File: src/shared/lgp_pkg.sv
// Shared constants and types for the LED grayscale PWM dimmer
package lgp_pkg;

    // Number of LED output channels
    localparam int LGP_CHANNELS = 16;

    // Width of a channel index
    localparam int LGP_CHAN_BITS = 4;

    // Brightness value width per channel
    localparam int LGP_GRAY_BITS = 12;

    // Counter is one bit wider so it can reach the end-of-frame count
    localparam int LGP_COUNT_BITS = 13;

    // Counter value at which every channel is past its value and the frame ends
    localparam logic [12:0] LGP_COUNT_END = 13'h1000;

    // Counter value at frame start
    localparam logic [12:0] LGP_COUNT_ZERO = 13'h0000;

    // Counter step per PWM clock edge
    localparam logic [12:0] LGP_COUNT_STEP = 13'h0001;

    // Brightness reset value
    localparam logic [11:0] LGP_GRAY_RESET = 12'h000;

    // System clock cycles of stagger between neighbouring channels
    localparam int LGP_STAGGER_STEP = 1;

    // Frame sequencer states
    typedef enum logic [0:0] {
        LGP_IDLE,
        LGP_RUN
    } lgp_state_t;

endpackage : lgp_pkg

File: src/logic/lgp_stagger.sv
// Per-channel delay line that staggers both edges of an LED drive level
`timescale 1ns/1ps
`default_nettype none

module lgp_stagger
    import lgp_pkg::*;
#(
    parameter int DEPTH = 0
) (
    input wire logic sys_clk,
    input wire logic arst_n,
    input wire logic clear,
    input wire logic levelIn,
    output var logic levelOut
);

    logic levelOut_next;

    generate
        if (DEPTH == 0) begin : g_direct
            // No delay: the output flop follows the target directly
            always_comb begin
                levelOut_next = clear ? 1'b0 : levelIn;
            end
        end else begin : g_delay
            logic [DEPTH-1:0] pipe_reg;
            logic [DEPTH-1:0] pipe_next;
            logic [DEPTH:0] shifted;

            // Shift the target through DEPTH stages; clear empties the line
            always_comb begin
                shifted = {pipe_reg, levelIn};
                if (clear) begin
                    pipe_next = '0;
                    levelOut_next = 1'b0;
                end else begin
                    pipe_next = shifted[DEPTH-1:0];  // Oldest stage drops out
                    levelOut_next = pipe_reg[DEPTH-1];
                end
            end

            // Register the delay stages
            always_ff @(posedge sys_clk or negedge arst_n) begin
                if (!arst_n) begin
                    pipe_reg <= '0;
                end else begin
                    pipe_reg <= pipe_next;
                end
            end
        end
    endgenerate

    // Output flop, same delay for turn-on and turn-off
    always_ff @(posedge sys_clk or negedge arst_n) begin
        if (!arst_n) begin
            levelOut <= 1'b0;
        end else begin
            levelOut <= levelOut_next;
        end
    end

endmodule : lgp_stagger

`default_nettype wire

File: src/logic/lgp_dimmer.sv
// LED grayscale PWM dimmer: shared counter, per-channel compare, staggered drive
//
// How it works
// - Each of the channels holds a 12-bit brightness, 4096 on-time levels.
// - Frame start forces every output off before any PWM edge is used.
// - First PWM rising edge turns on nonzero channels; zero channels stay off.
// - One shared counter steps by one on each PWM clock rising edge of a running frame.
// - A channel stays on until the counter exceeds its value: N PWM cycles.
// - Turn-on moments are staggered channel by channel, never all at once.
// - Turn-off moments are staggered the same way as turn-on, except that frame start turns every output off at once.
`timescale 1ns/1ps
`default_nettype none

module lgp_dimmer
    import lgp_pkg::*;
(
    input wire logic sys_clk,
    input wire logic arst_n,
    input wire logic frameStart,
    input wire logic pwmClk,
    input wire logic grayWrEn,
    input wire logic [3:0] grayWrChan,
    input wire logic [11:0] grayWrData,
    output var logic [15:0] ledOn,
    output var logic frameActive,
    output var logic frameDone
);

    // Sequencer state
    lgp_state_t state_reg;
    lgp_state_t state_next;

    // Shared grayscale counter and PWM edge detection
    logic [LGP_COUNT_BITS-1:0] gsCount_reg;
    logic [LGP_COUNT_BITS-1:0] gsCount_next;
    logic pwmPrev_reg;
    logic pwmPrev_next;
    logic pwmRise;

    // Frame flags driven out, and the end-of-count event behind the done pulse
    logic frameActive_next;
    logic frameDone_next;
    logic frameEnd;

    // Counter value one PWM step ahead
    logic [LGP_COUNT_BITS-1:0] countStep;

    // Brightness staging: written values, and the copy used by the running frame
    logic [LGP_GRAY_BITS-1:0] grayWr_reg [LGP_CHANNELS];
    logic [LGP_GRAY_BITS-1:0] grayWr_next [LGP_CHANNELS];
    logic [LGP_GRAY_BITS-1:0] grayLive_reg [LGP_CHANNELS];
    logic [LGP_GRAY_BITS-1:0] grayLive_next [LGP_CHANNELS];

    // Undelayed per-channel drive level
    logic [LGP_CHANNELS-1:0] target;

    // High while a running frame has seen its first PWM edge
    logic litWindow;

    // Rising edge of the PWM clock, sampled as a plain synchronous input
    always_comb begin
        pwmRise = pwmClk & ~pwmPrev_reg;
        pwmPrev_next = pwmClk;
    end

    // Register the PWM sample used by the edge detector; idle level is low
    always_ff @(posedge sys_clk or negedge arst_n) begin
        if (!arst_n) begin
            pwmPrev_reg <= 1'b0;
        end else begin
            pwmPrev_reg <= pwmPrev_next;
        end
    end

    // Brightness writes land in the staging store at any time
    always_comb begin
        for (int i = 0; i < LGP_CHANNELS; i++) begin
            grayWr_next[i] = grayWr_reg[i];
        end
        if (grayWrEn) begin
            grayWr_next[grayWrChan] = grayWrData;
        end
    end

    // Frame start copies the staged values so a frame never sees a half update
    always_comb begin
        for (int i = 0; i < LGP_CHANNELS; i++) begin
            grayLive_next[i] = frameStart ? grayWr_next[i] : grayLive_reg[i];
        end
    end

    // Register the staging store
    always_ff @(posedge sys_clk or negedge arst_n) begin
        if (!arst_n) begin
            for (int i = 0; i < LGP_CHANNELS; i++) begin
                grayWr_reg[i] <= LGP_GRAY_RESET;
            end
        end else begin
            for (int i = 0; i < LGP_CHANNELS; i++) begin
                grayWr_reg[i] <= grayWr_next[i];
            end
        end
    end

    // Register the live copy that the compare uses
    always_ff @(posedge sys_clk or negedge arst_n) begin
        if (!arst_n) begin
            for (int i = 0; i < LGP_CHANNELS; i++) begin
                grayLive_reg[i] <= LGP_GRAY_RESET;
            end
        end else begin
            for (int i = 0; i < LGP_CHANNELS; i++) begin
                grayLive_reg[i] <= grayLive_next[i];
            end
        end
    end

    // Counter one step ahead, and the event that closes the frame
    always_comb begin
        countStep = gsCount_reg + LGP_COUNT_STEP;
        frameEnd = (state_reg == LGP_RUN) && pwmRise && !frameStart
            && (countStep == LGP_COUNT_END);
    end

    // Frame sequencer; frame start wins over a PWM edge in the same cycle
    always_comb begin
        state_next = state_reg;
        if (frameStart) begin
            state_next = LGP_RUN;
        end else begin
            unique case (state_reg)
                LGP_IDLE: begin
                    state_next = LGP_IDLE;
                end
                LGP_RUN: begin
                    if (frameEnd) begin
                        state_next = LGP_IDLE;
                    end
                end
            endcase
        end
    end

    // Register the sequencer state
    always_ff @(posedge sys_clk or negedge arst_n) begin
        if (!arst_n) begin
            state_reg <= LGP_IDLE;
        end else begin
            state_reg <= state_next;
        end
    end

    // Shared counter: cleared by frame start, stepped by each PWM edge of a frame
    always_comb begin
        gsCount_next = gsCount_reg;
        if (frameStart) begin
            gsCount_next = LGP_COUNT_ZERO;
        end else if ((state_reg == LGP_RUN) && pwmRise) begin
            gsCount_next = countStep;
        end
    end

    // Register the shared counter
    always_ff @(posedge sys_clk or negedge arst_n) begin
        if (!arst_n) begin
            gsCount_reg <= LGP_COUNT_ZERO;
        end else begin
            gsCount_reg <= gsCount_next;
        end
    end

    // Frame flags follow the next sequencer state and the end-of-count event
    always_comb begin
        frameActive_next = (state_next == LGP_RUN);
        frameDone_next = frameEnd;
    end

    // Register the frame flags
    always_ff @(posedge sys_clk or negedge arst_n) begin
        if (!arst_n) begin
            frameActive <= 1'b0;
            frameDone <= 1'b0;
        end else begin
            frameActive <= frameActive_next;
            frameDone <= frameDone_next;
        end
    end

    // Outputs may be lit only after the first PWM edge of a running frame
    always_comb begin
        litWindow = (state_reg == LGP_RUN)
            && (gsCount_reg != LGP_COUNT_ZERO);
    end

    // Compare: each channel is on while the counter is not above its value
    always_comb begin
        for (int i = 0; i < LGP_CHANNELS; i++) begin
            target[i] = litWindow
                && (gsCount_reg <= {1'b0, grayLive_reg[i]});
        end
    end

    // Delay each channel by a multiple of its index so turn-on edges never coincide
    generate
        for (genvar ch = 0; ch < LGP_CHANNELS; ch++) begin : g_chan
            lgp_stagger #(
                .DEPTH(ch * LGP_STAGGER_STEP)
            ) u_stagger (
                .sys_clk(sys_clk),
                .arst_n(arst_n),
                .clear(frameStart),
                .levelIn(target[ch]),
                .levelOut(ledOn[ch])
            );
        end
    endgenerate

endmodule : lgp_dimmer

`default_nettype wire

File: config.mk
export PLATFORM = sky130hd
export DESIGN_NAME = lgp_dimmer
export DESIGN_NICKNAME = d
export VERILOG_FILES = /design/src/shared/lgp_pkg.sv /design/src/logic/lgp_stagger.sv /design/src/logic/lgp_dimmer.sv
export SDC_FILE = /design/constraint.sdc
export NUM_CORES = 1
export LEC_CHECK = 0
export BUFFER_PORTS_ARGS = -buffer_cell sky130_fd_sc_hd__buf_4
export CAP_MARGIN = 0
export CORE_ASPECT_RATIO = 1.25
export CORE_MARGIN = 8
export CORE_UTILIZATION = 45
export DETAILED_ROUTE_END_ITERATION = 16
export PLACE_DENSITY_LB_ADDON = 0.12
export SYNTH_ARGS = -nofsm -noshare
export SYNTH_HDL_FRONTEND = slang
export SYNTH_SLANG_ARGS = --single-unit
File: constraint.sdc
create_clock -name sys_clk -period 2.3 [get_ports sys_clk]
set_input_delay 0.46 -clock sys_clk [delete_from_list [all_inputs] [get_ports sys_clk]]
set_output_delay 0.46 -clock sys_clk [all_outputs]
set_load 0.02 [all_outputs]
==> impl_metrics.tcl <==
set metrics [dict create \
    status "completed" \
    critical_path_class "flip-flop to flip-flop" \
    insertion_delay_ns 0.60 \
    clockBufferDepth 3 \
    finalWeightedCongestion 0.822 \
    viasPerCell 5.33 \
    grt_pass1_vias 15800 \
    ys_ff_latch 536 \
    synthTopCellsByArea "dfrtp_1 (56%), ha_1 (10%), mux2_2 (9.7%)" \
    tns_ns 0 \
    wl_per_cell_um 19.8 \
    final_core_util 0.516 \
    vdd_drop_max_uv 535 \
    grt_first_pass_wirelength_um 91100 \
    ys_seq_area_frac 0.555 \
    via_count 15500 \
    slew_viol_final 0 \
    dp_slack_ns 0.00528 \
    layout_min_cycle_time_ns 2.11 \
    syn_inst 2119 \
    drive_gt1_frac 0.187 \
    die_w_um 223 \
    fillCellCount 4684 \
    antenna_left 0 \
    syn_area_per_cell_sq_um 11.4 \
    skew_ns 0.00789 \
    cts.repair.resized 0 \
    clockRootBuffer "clkbuf_16" \
    io_pins 39 \
    syn_to_final_growth_pct 14.0 \
    startpoint_type "flip-flop" \
    synth-edff-count 0 \
    rsz0062_at_grt "no" \
    tightestPinTransition_ns 0.609 \
    synth_top_area_frac 0.555 \
    synth_ff_type "dfrtp_1" \
    firstDrtPassIters 4 \
    start_util 0.452 \
    grt_overflow 0 \
    worstHoldPathCells 2 \
    cap_violations 0 \
    multiInputGateArea_sq_um 9560 \
    finalSetupViolCount 0 \
    synth_common_cells "dfrtp_1 (536), mux2_2 (208), o21ai_0 (203)" \
    seqCellArea_sq_um 13400 \
    p_per_area_nw_per_um2 876 \
    antennaDiodeCount 0 \
    ctsHtreeMaxLevel 2 \
    reg2reg_slack_ns 0.19 \
    die_h_um 275 \
    drc 0 \
    synth_largest_area_cell "dfrtp_1" \
    antenna_found_initial 4 \
    synth.most_common_cell "dfrtp_1" \
    drt-initial-drc-count 941 \
    rows 95 \
    critPathRequiredTime_ns 2.78 \
    cts_tree "done" \
    grt_util_all_layers 0.192 \
    io_buffers 38 \
    placed_area_sq_um 25700 \
    hpwl_um 34500 \
    cts_sinks 536 \
    crit_fanout 13 \
    hold_viol_final 0 \
    ys_warn_count 0 \
    async_flop_share 1.00 \
    r2r_cells 7 \
    setup_ws_ns 0.191 \
    clk_pin_slew_ns 0.06 \
    nets 2395 \
    core_area_sq_um 53400 \
    finalWirelength_um 57400 \
    dieArea_sq_um 61400 \
    cp-end-kind "flip-flop" \
    synth_area_sq_um 24100 \
    fmax_mhz 474 \
    grt_max_degree 150 \
    cts_inserted_buffers 53 \
    design_area_sq_um 27500 \
    maxSlewHeadroom 0.594 \
    p_leak_uw 0.0135 \
    post_cts_buffers 0 \
    synthDistinctLibCells 48 \
    fin_crit_sh 0.917 \
    syn-num-nets 2334 \
    cp.arrival_ns 2.59 \
    hold_class "primary input to flip-flop" \
]
repair_timing:
item                                   in CTS  in global routing
setup endpoints to repair                   0                  0
endpoints found under the hold margin      33                  0
hold buffers                                2                  0
final cells by class:
type | count | share of cell area
Clock buffer | 78 | 0.0567
Clock inverter | 19 | 0.00846
Inverter | 180 | 0.0246
Multi-Input combinational cell | 1291 | 0.347
Sequential cell | 536 | 0.487
Tap cell | 679 | 0.0309
Timing Repair Buffer | 118 | 0.0447
layout by cell type (no fill, tap or decap), types with 11 or more instances in the layout:
cell / Yosys / final
or3_1: 11 / 11
inv_1: 179 / 179
a21oi_1: 40 / 40
a211o_1: 11 / 11
nor2_1: 59 / 59
o21bai_1: 13 / 13
nand3_1: 27 / 27
dfrtp_1: 536 / 535
a21o_1: 29 / 29
nor2b_1: 138 / 138
nand2_1: 200 / 200
o21ai_0: 203 / 203
buf_12: 0 / 26
mux2_2: 208 / 208
buf_4: 16 / 88
clkbuf_8: 0 / 14
nand2b_1: 15 / 15
nor3_1: 12 / 12
ha_1: 194 / 194
clkbuf_16: 0 / 53
clkbuf_1: 76 / 11
and3_1: 12 / 12
nand4_1: 22 / 22
a211oi_1: 17 / 17
path summary, 6_finish.rpt:
kind,startpoint,to
max in group asynchronous,arst_n,grayLive_reg[154]
hold reg to reg,g_chan[4].u_stagger.g_delay.pipe_reg[0],g_chan[4].u_stagger.g_delay.pipe_reg[1]
setup reg to reg,gsCount_reg[6],g_chan[13].u_stagger.g_delay.pipe_reg[0]
setup / recovery,gsCount_reg[6],g_chan[13].u_stagger.g_delay.pipe_reg[0]
min in group asynchronous,arst_n,grayLive_reg[1]
hold / removal,frameStart,gsCount_reg[8]
power by group:
group          leakage, uW  switching, uW  total [uW]  internal, uW
Sequential         0.00688            396       11300         10900
Clock             0.000886           3680        8930          5250
Combinational      0.00568           2140        3830          1690
Total               0.0135           6220       24100         17900
metrics by stage:
step | cells | hold slack (ns) | total power [uW]
after floorplan | 2119 | 0.164 | 14200
after global placement | 2802 | 0.440 | 15200
after detailed placement | 2802 | 0.446 | 15400
after CTS | 2901 | 0.137 | 24400
after global routing | 2901 | 0.161 | 25500
final | 2901 | 0.174 | 24100
logic make-up after synthesis:
logic type,after synthesis,share of synthesized area
flip-flops,536,0.555
buffers and inverters,292,0.0488
AO/OA/AOI/OAI,345,0.0822
AND/OR/NAND/NOR,530,0.111
multiplexers,208,0.0970
XOR/XNOR,14,0.00508
adder cells (fa/ha/maj),194,0.101
worst max-delay path: stages, from the launching register on:
cell     delay (ns)
dfrtp_1        0.47
buf_4          0.26
ha_1           0.33
nand4_1        0.10
or3_1          0.35
a211o_1        0.23
a31oi_1        0.18
nor2_1         0.07
per-layer routing:
metal  GRT usage  up-vias  routed length [um]
met5           0        -                  14
met4      0.0638        2                1590
met3      0.0311       92                2330
met2       0.314      249               27100
met1       0.258     7864               26400
li1            -     7247                   -
No activity file was read; power rests on OpenSTA's default activity.
